**src/rtl/cfs_defs.vh**
```
`ifndef CFS_DEFS_VH
`define CFS_DEFS_VH

// Clock and timing
`define CFS_CLK_MHZ        10
`define CFS_BLANK_NS       100
`define CFS_BLANK_CYC      ((`CFS_BLANK_NS * `CFS_CLK_MHZ + 999) / 1000)
`define CFS_SS_STEP_US     1000
`define CFS_SS_STEP_CYC    (`CFS_SS_STEP_US * `CFS_CLK_MHZ)
`define CFS_SS_STEPS       4'h8
`define CFS_SC_LIMIT       3'h7

// Thresholds in degrees C and mV codes, amplifier gain and hysteresis percent
`define CFS_TEMP_TRIP      8'h9B
`define CFS_TEMP_RELEASE   8'h87
`define CFS_ADAPTER_MV     12'h960
`define CFS_CURMON_MV      17'h000FA
`define CFS_CSA_GAIN       5'h14
`define CFS_HYST_PCT       7'h06

// Register byte offsets
`define CFS_REG_CTRL       4'h0
`define CFS_REG_HS_LIMIT   4'h4
`define CFS_REG_LS_LIMIT   4'h8
`define CFS_REG_CUR_PROG   4'hC
`define CFS_REG_STATUS     5'h10

// Reset values
`define CFS_CTRL_RST       1'h0
`define CFS_HS_LIMIT_RST   12'h0C8
`define CFS_LS_LIMIT_RST   12'h0C8
`define CFS_CUR_PROG_RST   12'h800

// Control and status fields
`define CFS_CTRL_EN_BIT    0
`define CFS_ST_LATCH_BIT   0
`define CFS_ST_COUNT_LSB   1
`define CFS_ST_THERM_BIT   4
`define CFS_ST_ALARM_BIT   5
`define CFS_ST_EXTP_BIT    6
`define CFS_ST_LIMIT_BIT   7
`define CFS_ST_STEP_LSB    8
`define CFS_ST_CHG_BIT     12
`define CFS_ST_PINS_LSB    13

// AXI responses
`define CFS_RESP_OKAY      2'h0
`define CFS_RESP_SLVERR    2'h2

`endif

```
**src/rtl/cfs_hyst_cmp.v**
```verilog
`timescale 1ns/1ps
// Comparator with separate trip and release levels
module cfs_hyst_cmp #(
   parameter W = 8
) (
   input  wire         aclk,
   input  wire         aresetn,
   input  wire [W-1:0] value,
   input  wire [W-1:0] trip_level,
   input  wire [W-1:0] release_level,
   output reg          tripped
);

   // Holds state between the two levels so it cannot chatter
   always @(posedge aclk) begin
      if (!aresetn) begin
         tripped <= 1'b0;
      end else if (value > trip_level) begin
         tripped <= 1'b1;
      end else if (value < release_level) begin
         tripped <= 1'b0;
      end
   end

endmodule // cfs_hyst_cmp

```
**src/rtl/cfs_charger_fault.v**
```verilog
// Notes on behaviour
// - High-side drop is sense-high minus switch node; low-side is switch node minus ground.
// - Short sensing ignored for the blanking time after each switch turn-on; a direct swap from the other gate is sensed in its first cycle.
// - A detected short removes gate drive for the rest of that cycle.
// - On the seventh short detection the charger latches off.
// - Latch cleared only by power-on reset or toggling the charge-permit pin.
// - Converter turns off when die temperature exceeds 155 C.
// - After thermal trip stay off below 135 C, then soft-start if enabled.
// - Each enable ramps current target in eight equal steps of about 1 ms.
// - Alarm pin low while twenty times sense differential exceeds alarm threshold.
// - Alarm comparator hysteresis is 6 percent of the threshold.
// - External-power flag low when adapter sense exceeds 2.4 V.
// - External-power flag also low when current monitor exceeds 250 mV.
// - Power-limit pin low while dynamic power limiting cuts charge current.
//
// Added by the designer: the placing of the registers and register access over AXI4-Lite.
`timescale 1ns/1ps
`include "cfs_defs.vh"
module cfs_charger_fault #(
   parameter SS_STEP_CYC = `CFS_SS_STEP_CYC
) (
   input  wire        aclk,
   input  wire        aresetn,
   // AXI4-Lite slave
   input  wire [31:0] s_axi_awaddr,
   input  wire        s_axi_awvalid,
   output reg         s_axi_awready,
   input  wire [31:0] s_axi_wdata,
   input  wire [3:0]  s_axi_wstrb,
   input  wire        s_axi_wvalid,
   output reg         s_axi_wready,
   output reg  [1:0]  s_axi_bresp,
   output reg         s_axi_bvalid,
   input  wire        s_axi_bready,
   input  wire [31:0] s_axi_araddr,
   input  wire        s_axi_arvalid,
   output reg         s_axi_arready,
   output reg  [31:0] s_axi_rdata,
   output reg  [1:0]  s_axi_rresp,
   output reg         s_axi_rvalid,
   input  wire        s_axi_rready,
   // Sampled analog levels, mV codes; die temperature in degrees C
   input  wire [11:0] input_sense_high,
   input  wire [11:0] input_sense_low,
   input  wire [11:0] switch_node,
   input  wire [11:0] analog_ground,
   input  wire [11:0] adapter_sense_input,
   input  wire [16:0] alarm_threshold_input,
   input  wire [7:0]  die_temp,
   // Converter and system signals
   input  wire        cycle_start,
   input  wire        pwm_demand,
   input  wire        charge_permit,
   input  wire        other_enable_ok,
   input  wire        dynamic_power_limiting,
   output reg         high_gate,
   output reg         low_gate,
   output reg  [11:0] current_target,
   output reg  [16:0] input_current_monitor,
   output reg         thermal_trip,
   // Open-drain status pins
   input  wire        external_power_flag_in,
   output reg         external_power_flag_out,
   output reg         external_power_flag_oe_n,
   input  wire        input_power_alarm_in,
   output reg         input_power_alarm_out,
   output reg         input_power_alarm_oe_n,
   input  wire        power_limit_active_in,
   output reg         power_limit_active_out,
   output reg         power_limit_active_oe_n
);

   // Software registers
   reg         ctrl_en;
   reg  [11:0] hs_limit;
   reg  [11:0] ls_limit;
   reg  [11:0] cur_prog;
   // Write channel holding
   reg  [3:0]  aw_addr;
   reg         aw_bad;
   reg         aw_got;
   reg  [31:0] w_data;
   reg  [3:0]  w_strb;
   reg         w_got;
   // Protection state
   reg  [2:0]  sc_count;
   reg         sc_latched;
   reg         cut;
   reg         permit_q;
   reg  [3:0]  blank_cnt;
   reg         gate_q;
   reg         charging;
   reg  [3:0]  ss_step;
   reg  [13:0] ss_cnt;
   reg         extp_cond;
   wire        therm_hot;
   wire        alarm_hot;
   wire        permit_toggle;
   wire        blank_done;
   wire signed [12:0] hs_drop;
   wire signed [12:0] ls_drop;
   wire        hs_over;
   wire        ls_over;
   wire        sc_detect;
   wire        chg_ok;
   wire [11:0] sense_diff;
   wire [16:0] amp_out;
   wire [16:0] alarm_release;
   wire [23:0] hyst_prod;
   wire [15:0] ramp_prod;
   wire [31:0] status_word;

   // Byte-lane merge for the 12-bit writable fields; upper lanes have no bits
   function [11:0] merge;
      input [11:0] old;
      input [31:0] data;
      input [3:0]  strb;
      begin
         merge = old;
         if (strb[0]) begin
            merge[7:0] = data[7:0];
         end
         if (strb[1]) begin
            merge[11:8] = data[11:8];
         end
      end
   endfunction

   // AXI write: address and data accepted in either order
   always @(posedge aclk) begin
      if (!aresetn) begin
         s_axi_awready <= 1'b0;
         s_axi_wready  <= 1'b0;
         s_axi_bvalid  <= 1'b0;
         s_axi_bresp   <= `CFS_RESP_OKAY;
         aw_got        <= 1'b0;
         w_got         <= 1'b0;
         aw_addr       <= 4'h0;
         aw_bad        <= 1'b0;
         w_data        <= 32'h0000_0000;
         w_strb        <= 4'h0;
         ctrl_en       <= `CFS_CTRL_RST;
         hs_limit      <= `CFS_HS_LIMIT_RST;
         ls_limit      <= `CFS_LS_LIMIT_RST;
         cur_prog      <= `CFS_CUR_PROG_RST;
      end else begin
         s_axi_awready <= !aw_got && !s_axi_awready && !s_axi_bvalid && s_axi_awvalid;
         s_axi_wready  <= !w_got && !s_axi_wready && !s_axi_bvalid && s_axi_wvalid;
         if (s_axi_awvalid && s_axi_awready) begin
            aw_got  <= 1'b1;
            aw_addr <= s_axi_awaddr[3:0];
            aw_bad  <= (s_axi_awaddr[31:4] != 28'h0) || (s_axi_awaddr[1:0] != 2'h0);
         end
         if (s_axi_wvalid && s_axi_wready) begin
            w_got  <= 1'b1;
            w_data <= s_axi_wdata;
            w_strb <= s_axi_wstrb;
         end
         if (aw_got && w_got && !s_axi_bvalid) begin
            aw_got       <= 1'b0;
            w_got        <= 1'b0;
            s_axi_bvalid <= 1'b1;
            s_axi_bresp  <= aw_bad ? `CFS_RESP_SLVERR : `CFS_RESP_OKAY;
            if (!aw_bad) begin
               case (aw_addr)
                  `CFS_REG_CTRL: begin
                     if (w_strb[0]) ctrl_en <= w_data[`CFS_CTRL_EN_BIT];
                  end
                  `CFS_REG_HS_LIMIT: hs_limit <= merge(hs_limit, w_data, w_strb);
                  `CFS_REG_LS_LIMIT: ls_limit <= merge(ls_limit, w_data, w_strb);
                  `CFS_REG_CUR_PROG: cur_prog <= merge(cur_prog, w_data, w_strb);
                  default: begin
                     s_axi_bresp <= `CFS_RESP_SLVERR; // Status is read-only
                  end
               endcase
            end
         end else if (s_axi_bvalid && s_axi_bready) begin
            s_axi_bvalid <= 1'b0;
         end
      end
   end

   // Status word built from live protection state and pin readback
   assign status_word = {16'h0000,
                         input_power_alarm_in, power_limit_active_in, external_power_flag_in,
                         charging, ss_step, dynamic_power_limiting, extp_cond,
                         alarm_hot, therm_hot, sc_count, sc_latched};

   // AXI read: data one cycle after the address is taken
   always @(posedge aclk) begin
      if (!aresetn) begin
         s_axi_arready <= 1'b0;
         s_axi_rvalid  <= 1'b0;
         s_axi_rdata   <= 32'h0000_0000;
         s_axi_rresp   <= `CFS_RESP_OKAY;
      end else begin
         s_axi_arready <= !s_axi_arready && !s_axi_rvalid && s_axi_arvalid;
         if (s_axi_arvalid && s_axi_arready) begin
            s_axi_rvalid <= 1'b1;
            s_axi_rresp  <= `CFS_RESP_OKAY;
            case (s_axi_araddr)
               32'h0 | `CFS_REG_CTRL:     s_axi_rdata <= {31'h0, ctrl_en};
               32'h0 | `CFS_REG_HS_LIMIT: s_axi_rdata <= {20'h0, hs_limit};
               32'h0 | `CFS_REG_LS_LIMIT: s_axi_rdata <= {20'h0, ls_limit};
               32'h0 | `CFS_REG_CUR_PROG: s_axi_rdata <= {20'h0, cur_prog};
               32'h0 | `CFS_REG_STATUS:   s_axi_rdata <= status_word;
               default: begin
                  s_axi_rdata <= 32'h0000_0000;
                  s_axi_rresp <= `CFS_RESP_SLVERR;
               end
            endcase
         end else if (s_axi_rvalid && s_axi_rready) begin
            s_axi_rvalid <= 1'b0;
         end
      end
   end

   // Switch drops, sign kept so reverse drops never trip
   assign hs_drop = $signed({1'b0, input_sense_high}) - $signed({1'b0, switch_node});
   assign ls_drop = $signed({1'b0, switch_node}) - $signed({1'b0, analog_ground});
   assign hs_over = hs_drop > $signed({1'b0, hs_limit});
   assign ls_over = ls_drop > $signed({1'b0, ls_limit});

   // Sensing opens only once the blanking count has run out
   assign blank_done = (blank_cnt >= `CFS_BLANK_CYC);
   assign sc_detect  = !cut && blank_done &&
                       ((high_gate && hs_over) || (low_gate && ls_over));

   // Any edge on the permit pin is a toggle
   assign permit_toggle = (charge_permit != permit_q);

   // Blanking counter restarts at every gate transition
   always @(posedge aclk) begin
      if (!aresetn) begin
         blank_cnt <= 4'h0;
         gate_q    <= 1'b0;
      end else begin
         gate_q <= high_gate;
         if ((high_gate != gate_q) || !(high_gate || low_gate)) begin
            blank_cnt <= 4'h0;
         end else if (!blank_done) begin
            blank_cnt <= blank_cnt + 4'h1;
         end
      end
   end

   // Short counter and latch; a detection in the toggle cycle still counts
   always @(posedge aclk) begin
      if (!aresetn) begin
         sc_count   <= 3'h0;
         sc_latched <= 1'b0;
         permit_q   <= charge_permit; // Idle level, so no false toggle after reset
         cut        <= 1'b0;
      end else begin
         permit_q <= charge_permit;
         // A short on the starting edge still cuts the new cycle; set wins
         if (sc_detect) begin
            cut <= 1'b1;
         end else if (cycle_start) begin
            cut <= 1'b0;
         end
         if (permit_toggle) begin
            sc_count   <= sc_detect ? 3'h1 : 3'h0;
            sc_latched <= 1'b0;
         end else if (sc_detect && !sc_latched) begin
            sc_count <= sc_count + 3'h1;
            if (sc_count == `CFS_SC_LIMIT - 3'h1) begin
               sc_latched <= 1'b1;
            end
         end
      end
   end

   // Thermal comparator trips above 155 C and releases below 135 C
   cfs_hyst_cmp #(
      .W (8)
   ) u_thermal (
      .aclk          (aclk),
      .aresetn       (aresetn),
      .value         (die_temp),
      .trip_level    (`CFS_TEMP_TRIP),
      .release_level (`CFS_TEMP_RELEASE),
      .tripped       (therm_hot)
   );

   // Charger allowed only with every enable condition met
   assign chg_ok = ctrl_en && charge_permit && other_enable_ok && extp_cond &&
                   !therm_hot && !sc_latched;

   // Gate drive, cut for the rest of the cycle after a short
   always @(posedge aclk) begin
      if (!aresetn) begin
         high_gate <= 1'b0;
         low_gate  <= 1'b0;
         charging  <= 1'b0;
      end else begin
         charging  <= chg_ok;
         high_gate <= chg_ok && charging && pwm_demand && !sc_detect &&
                      (!cut || cycle_start);
         low_gate  <= chg_ok && charging && !pwm_demand && !sc_detect &&
                      (!cut || cycle_start);
      end
   end

   // Soft-start ramp; restarts from step one on every enable
   assign ramp_prod = cur_prog * ss_step;
   always @(posedge aclk) begin
      if (!aresetn) begin
         ss_step        <= 4'h0;
         ss_cnt         <= 14'h0000;
         current_target <= 12'h000;
      end else begin
         current_target <= ramp_prod[14:3];
         if (!charging) begin
            ss_step <= 4'h0;
            ss_cnt  <= 14'h0000;
         end else if (ss_step == 4'h0) begin
            ss_step <= 4'h1;
            ss_cnt  <= 14'h0000;
         end else if (ss_step != `CFS_SS_STEPS) begin
            if (ss_cnt == SS_STEP_CYC[13:0] - 14'h0001) begin
               ss_cnt  <= 14'h0000;
               ss_step <= ss_step + 4'h1;
            end else begin
               ss_cnt <= ss_cnt + 14'h0001;
            end
         end
      end
   end

   // Current sense amplifier, negative differential clamps at zero
   assign sense_diff = (input_sense_high > input_sense_low) ?
                       (input_sense_high - input_sense_low) : 12'h000;
   assign amp_out    = sense_diff * `CFS_CSA_GAIN;
   // Release level sits 6 percent below the threshold
   assign hyst_prod     = (alarm_threshold_input * `CFS_HYST_PCT) / 24'h000064;
   assign alarm_release = alarm_threshold_input - hyst_prod[16:0];

   cfs_hyst_cmp #(
      .W (17)
   ) u_alarm (
      .aclk          (aclk),
      .aresetn       (aresetn),
      .value         (amp_out),
      .trip_level    (alarm_threshold_input),
      .release_level (alarm_release),
      .tripped       (alarm_hot)
   );

   // Status pins: output held low, enable low means pulled down
   always @(posedge aclk) begin
      if (!aresetn) begin
         input_current_monitor    <= 17'h00000;
         extp_cond                <= 1'b0;
         thermal_trip             <= 1'b0;
         external_power_flag_out  <= 1'b0;
         external_power_flag_oe_n <= 1'b1;
         input_power_alarm_out    <= 1'b0;
         input_power_alarm_oe_n   <= 1'b1;
         power_limit_active_out   <= 1'b0;
         power_limit_active_oe_n  <= 1'b1;
      end else begin
         input_current_monitor <= amp_out;
         thermal_trip          <= therm_hot;
         extp_cond <= (adapter_sense_input > `CFS_ADAPTER_MV);
         external_power_flag_oe_n <= !((adapter_sense_input > `CFS_ADAPTER_MV) ||
                                       (input_current_monitor > `CFS_CURMON_MV));
         input_power_alarm_oe_n  <= !alarm_hot;
         power_limit_active_oe_n <= !dynamic_power_limiting;
      end
   end

endmodule // cfs_charger_fault

```
**config.mk**
```make
export PLATFORM = sky130hd
export DESIGN_NAME = cfs_charger_fault
export DESIGN_NICKNAME = d
export VERILOG_FILES = /design/src/rtl/cfs_hyst_cmp.v /design/src/rtl/cfs_charger_fault.v
export VERILOG_INCLUDE_DIRS = /design/src /design/src/rtl
export SDC_FILE = /design/constraint.sdc
export NUM_CORES = 1
export LEC_CHECK = 0
export ABC_AREA = 1
export BUFFER_PORTS_ARGS = -buffer_cell sky130_fd_sc_hd__buf_2
export CAP_MARGIN = 0
export CORE_ASPECT_RATIO = 1.4
export CORE_MARGIN = 3
export CORE_UTILIZATION = 30
export DETAILED_ROUTE_END_ITERATION = 10
export SYNTH_ARGS = -nofsm -noshare
export SYNTH_HDL_FRONTEND = slang
export SYNTH_SLANG_ARGS = --single-unit
```
**constraint.sdc**
```tcl
create_clock -name aclk -period 12.7 [get_ports aclk]
set_clock_uncertainty 0.15 [all_clocks]
set_input_delay 1.27 -clock aclk [delete_from_list [all_inputs] [get_ports aclk]]
set_output_delay 1.27 -clock aclk [all_outputs]
set_load 0.1 [all_outputs]
```
==> results.py, run 1 <==
metrics = {
    "layout": {
        "net_total_in_the_final_layout": 2716,
        "fill_cells": 5070,
        "design_area_um2": 16710,
        "drive_gt1_frac": 0.1790,
        "layoutNonFillerInstCount": 2953,
        "synthToLayoutAreaGrowth_pct": 17.90,
    },
    "synth": {
        "synthTopCellsByArea": "dfxtp_1, ha_1, inv_1, nand2_1, a21oi_1",
        "netlist_instances": 2092,
        "synth_simple_gate_area_frac": 0.2809,
        "synth_top_area_share": 0.2077,
        "synth-seq-cells": 147,
        "yosysUniqueCellTypes": 65,
        "synth_seq_area_share": 0.2077,
        "postSynth.asyncResetShare": 0,
        "synth.mux.area_fraction": 0,
        "adder_cell_share_of_the_synthesized_area": 0.1851,
        "most_common_cell_in_the_netlist": "inv_1",
        "netlist_area_um2": 14170,
        "top_post_synthesis_cells_by_count": "inv_1, nand2_1, ha_1, a21oi_1, nor2_1",
        "synth_compound_area_frac": 0.1506,
        "post_synth.cell_area_avg_um2": 6.774,
        "synth_flop_cell": "dfxtp_1",
        "yosys.area_share.xor_xnor": 0.04635,
        "yosysTopAreaCell": "dfxtp_1",
        "synth_enable_flop_cells": 0,
        "synth_top_family_by_area": "simple AND/OR/NAND/NOR gates",
        "yosysWarnings": 0,
    },
    "detailed_routing": {
        "route.met2.wl_um": 22560,
        "routedWlPerCell_um": 14.14,
        "drt_pass1_iterations": 7,
        "drt_wl_total_um": 41760,
        "vias_per_cell": 4.713,
        "wl_met1_um": 15800,
        "final_antenna_net_count": 0,
        "drt_drc_violations_left": 0,
        "wl_met3_um": 1730,
        "highest_layer": "met4",
        "num_vias": 13917,
        "drt_iter0_drc": 509,
    },
    "grt": {
        "grt_start_max_net_pins": 50,
        "initial_antenna_violation_count": 1,
        "wire_length_of_the_first_global_routing_pass_um": 65810,
        "number_of_global_route_vias_before_repair": 13614,
        "grt_overflow_total": 0,
        "grt_util_all_layers": 0.1626,
    },
    "critical_path": {
        "crit_path_max_incr_delay_ns": 0.39,
        "r2r_slack_ns": 8.35,
        "rr_startpoint": "ss_step[3]",
        "endpoint_of_the_lowest_slack_register_to_register_path": "current_target[11]",
        "start_kind": "primary input",
        "endpoint_kind": "flop",
        "required_time_reported_for_the_critical_path_endpoint_ns": 12.84,
        "worst_path_max_delay_cell": "fa_1",
        "crit_end": "u_alarm.tripped",
        "setup.worst_path.start": "alarm_threshold_input[1]",
        "worstSetupPathType": "primary input to flop",
        "r2r.worst_path.cells": 25,
        "crit_arrival_ns": 11.75,
        "critical_path.max_fanout": 7,
        "critical_path.most_common_cell": "nand2_2",
    },
    "min_path": {
        "hold_path_cells": 1,
        "min_path_type": "flop to flop",
    },
    "clocking": {
        "postCtsHoldBufs": 0,
        "tritoncts.num_buffers": 17,
        "clk_latency_ns": 0.44,
        "cts_root_buf": "clkbuf_16",
        "clock-sinks": 147,
        "tritoncts_clock_tree": "done",
        "cts-root-to-sink-buffers": 2,
        "clkSlewWorstSetupHoldPaths_ns": 0.06,
        "ctsHtreeMaxLevel": 4,
    },
    "placement": {
        "detailedPlace.worstSlack_ns": 0.2107,
        "placement.cell_area_um2": 15950,
        "detailed_place_hpwl_um": 35420,
        "dpl.cell_count": 2917,
        "port_buffers": 233,
        "place.gp.congestion": 0.8805,
    },
    "sta": {
        "final_max_slew_viol_count": 0,
        "finalCriticalPeriod_ns": 11.60,
        "holdWs_ns": 0.2743,
        "timing.final.hold_violations": 0,
        "layout_worst_path_cycle_share": 0.9136,
        "timing.final.ws_setup_ns": 1.097,
        "slew-limit-headroom": 0.3007,
        "tightest_slew_ns": 1.045,
        "finalSetupViolations": 0,
        "max_clock_freq_ghz": 0.08618,
    },
    "floorplanning": {
        "dieHeight_um": 263.2,
        "start_util": 0.3060,
        "floorplan.die.width_um": 189.7,
        "std_cell_rows": 93,
        "die_area_um2": 49920,
        "placeable_core_region_um2": 46310,
        "num_io_pins": 279,
    },
    "status": {
        "run_status": "completed",
    },
    "flow_run": {
        "max_cap_viol": 0,
    },
}
-- how the worst min path moves through the flow --
stage | startpoint | endpoint | slack (ns)
finish | aw_got | s_axi_awready | 0.27
global route | aw_got | s_axi_awready | 0.29
CTS | aw_got | s_axi_awready | 0.28
detailed placement | w_got | s_axi_wready | 0.26
global placement | w_got | s_axi_wready | 0.26
floorplan | u_alarm.tripped | input_power_alarm_oe_n | 0.23
-- metrics by stage --
stage	util	TNS, ns
floorplan	-	0
global placement	0.3444	0
detailed placement	0.3444	0
CTS	0.3581	0
global route	0.3608	-0.01216
finish	0.3608	0
-- logic make-up after synthesis --
group,Yosys count
and+or+nand+nor,839
adders and majority gates,194
AOI/OAI and AO/OA,375
buffers and inverters,464
other,1
DFF,147
xor gates and xnor gates,72
-- layout by cell type (no fill, tap or decap), types with 4 or more instances in the layout --
cell       instances
nor3b_1            7
nor2_2            12
nor2_4             5
nor4_1            25
bufinv_16          4
xor2_1            50
nand2_2           55
buf_4              6
o21ai_1            7
inv_6              5
inv_1            390
nand2_4           20
dfxtp_1          147
fa_1              25
nor2_1           156
and2_1             6
a21o_1             4
ha_1             167
clkbuf_16         17
conb_1            23
o22ai_1           17
nand3_1           99
o211ai_1           9
o21ai_0          108
inv_2             22
o21a_1             4
xnor2_1           20
nor3_1            30
nand3_2            6
a31oi_1            5
a21oi_1          158
nand4_1           31
o21bai_1          24
nand2_1          365
and3_1             4
buf_2            233
a211oi_1          12
nand4_4            4
-- repair_timing --
item	in CTS	in global routing
setup buffers	0	3
resized for setup	0	27
setup endpoints to repair	0	1
-- flip-flops by register name (all words and copies together), names as in the netlist, 3 cells and up --
name and cells:
w_data 12, current_target 12, blank_cnt 4, sc_count 3
cur_prog 12, ss_cnt 14, s_axi_rdata 16, hs_limit 12
ss_step 4, ls_limit 12, input_current_monitor 15, aw_addr 4
-- final cells by class --
cell class | instances | area, um2 | area share
clock buffers | 19 | 442.9 | 0.02651
multi-input cells | 1503 | 9585 | 0.5737
diodes | 1 | 2.502 | 0.0001498
inverters | 414 | 1555 | 0.09309
flip-flops and latches | 147 | 2943 | 0.1761
well taps | 617 | 772.0 | 0.04621
clock inverters | 13 | 195.2 | 0.01168
repair buffers | 239 | 1211 | 0.07249
-- worst max-delay path, delay by kind of cell --
family                     cells  cell delay, ns
and+or+nand+nor               68            6.84
AOI/OAI and AO/OA             12            1.60
xor gates and xnor gates       1            0.15
buffers and inverters          4            0.43
adders and majority gates      5            1.43
-- per-layer routing --
metal | GRT usage | vias to the layer above
li1 | - | 7211
met1 | 0.1653 | 6347
met2 | 0.3238 | 287
met3 | 0.02371 | 72
met5 | 0 | -
met4 | 0.06717 | 0
Power of run 1 is left out: the tool's default activity adds up to more than one toggle a clock period on the data nets, which glitch-free logic cannot reach.
==> inputs of run 2 (changes only) <==
clock period = 13.2 ns   (was 12.7 ns; I/O delays follow)
==> run 2 against run 1 <==
Sequential share of layout area increased by 0.077 points. Core utilization decreased by 0.16 points. Register-to-register slack improved by 0.49 ns. Non-clock buffer count decreased by 2. Design area decreased by 0.43%. Wire length increased by 0.98%. Die area unchanged. Cell count decreased by 0.14%. Count of clock-buffer cells in the layout increased by 4. Via count increased by 0.34%. Critical path type unchanged.
==> results.py, run 2 (synthesis gave the netlist of run 1 again) <==
metrics = {
    "min_path": {
        "min_path_type": "flop to flop",
        "worst_min_delay_path_startpoint": "w_got",
    },
    "critical_path": {
        "crit_arrival_ns": 12.06,
        "crit_path_max_incr_delay_ns": 0.44,
        "endpoint_kind": "flop",
        "setup.worst_path.start": "alarm_threshold_input[1]",
        "critical_path.max_fanout": 7,
        "start_kind": "primary input",
        "rr_startpoint": "ss_step[3]",
        "required_time_reported_for_the_critical_path_endpoint_ns": 13.34,
        "critical_path.most_common_cell": "nand2_2",
        "worstSetupPathType": "primary input to flop",
        "worst_path_max_delay_cell": "fa_1",
    },
    "sta": {
        "tightest_slew_ns": 1.033,
        "finalCriticalPeriod_ns": 11.92,
        "timing.final.hold_violations": 0,
        "finalSetupViolations": 0,
        "max_clock_freq_ghz": 0.08390,
        "slew-limit-headroom": 0.3089,
        "rsz0062_at_grt": "no",
        "fin_setup_tns_ns": 0,
        "final_max_slew_viol_count": 0,
        "layout_worst_path_cycle_share": 0.9030,
    },
    "layout": {
        "drive_gt1_frac": 0.1702,
        "largestRegisters": "s_axi_rdata: 16 flops, input_current_monitor: 15 flops, ss_cnt: 14 flops",
        "net_total_in_the_final_layout": 2714,
        "synthToLayoutAreaGrowth_pct": 17.38,
        "biggest_register": "s_axi_rdata",
        "layout.cells.most_common": "inv_1",
        "most_used_cells_in_the_layout_excluding_fill_and_tap_cells": "inv_1, nand2_1, buf_2",
        "antenna-diode-count": 0,
        "largest_reg_flops": 16,
    },
    "placement": {
        "port_buffers": 233,
        "place.gp.congestion": 0.8802,
        "detailed_place_hpwl_um": 35700,
    },
    "grt": {
        "initial_antenna_violation_count": 0,
        "grt_start_max_net_pins": 50,
        "grt_overflow_total": 0,
        "number_of_global_route_vias_before_repair": 13833,
        "grt_util_all_layers": 0.1642,
        "wire_length_of_the_first_global_routing_pass_um": 66300,
    },
    "detailed_routing": {
        "vias_per_cell": 4.735,
        "route.met2.wl_um": 23050,
        "drt_wl_total_um": 42180,
        "num_vias": 13964,
        "drt_iter0_drc": 460,
        "wl_met1_um": 16170,
        "wl_met3_um": 1564,
        "highest_layer": "met4",
        "final_antenna_net_count": 0,
        "drt_pass1_iterations": 5,
        "drt_drc_violations_left": 0,
        "routedWlPerCell_um": 14.30,
    },
    "clocking": {
        "cts_root_buf": "clkbuf_16",
        "cts-root-to-sink-buffers": 2,
        "postCtsHoldBufs": 0,
        "clkSlewWorstSetupHoldPaths_ns": 0.06,
        "clock-sinks": 147,
        "tritoncts.num_buffers": 17,
        "tritoncts_clock_tree": "done",
        "clk_latency_ns": 0.44,
        "ctsHtreeMaxLevel": 4,
    },
    "floorplanning": {
        "die_area_um2": 49920,
        "dieHeight_um": 263.2,
        "floorplan.die.width_um": 189.7,
        "placeable_core_region_um2": 46310,
        "std_cell_rows": 93,
        "start_util": 0.3060,
        "num_io_pins": 279,
    },
    "flow_run": {
        "max_cap_viol": 0,
    },
    "status": {
        "run_status": "completed",
    },
}
[run 2: what timing repair did]
| item | CTS | global route |
|---|---|---|
| buffers inserted | 0 | 1 |
| resized for setup | 0 | 2 |
| endpoints found under the hold margin | 0 | 0 |
| setup endpoints to repair | 0 | 1 |
[run 2: per-layer routing]
metal,up-vias,GRT usage
li1,7212,-
met2,256,0.3313
met1,6430,0.1666
met5,-,0
met4,0,0.06178
met3,66,0.02305
[run 2: path summary, 6_finish.rpt]
| kind | end | slack (ns) | cells after the start |
|---|---|---|---|
| hold reg to reg | s_axi_wready | 0.27 | 1 |
| hold / removal | s_axi_wready | 0.27 | 1 |
| setup / recovery | u_alarm.tripped | 1.28 | 88 |
| setup reg to reg | current_target[11] | 8.84 | 25 |
[run 2: metrics by stage]
stage	instances	area, um2	utilization	setup slack, ns	hold WS (ns)
floorplan	2114	14250	-	2.340	0.2277
global placement	2917	15950	0.3444	0.8756	0.2573
detailed placement	2917	15950	0.3444	0.6077	0.2573
CTS	2948	16620	0.3589	1.057	0.2655
global route	2949	16630	0.3592	0.002003	0.2887
finish	2949	16630	0.3592	1.281	0.2670
[run 2: critical path: cells and delay by family]
family | cells | cell delay [ns]
AOI/OAI and AO/OA | 12 | 1.60
xor gates and xnor gates | 2 | 0.40
adders and majority gates | 5 | 1.49
buffers and inverters | 5 | 0.48
and+or+nand+nor | 64 | 6.72
[run 2: final cells by class]
type / instances / area (um2)
multi-input cells: 1503 / 9494
clock inverters: 8 / 196.4
flip-flops and latches: 147 / 2943
repair buffers: 237 / 1196
clock buffers: 23 / 478.0
fillers: 5065 / 29680
well taps: 617 / 772.0
inverters: 414 / 1555
Power of run 2 is left out for the same reason.
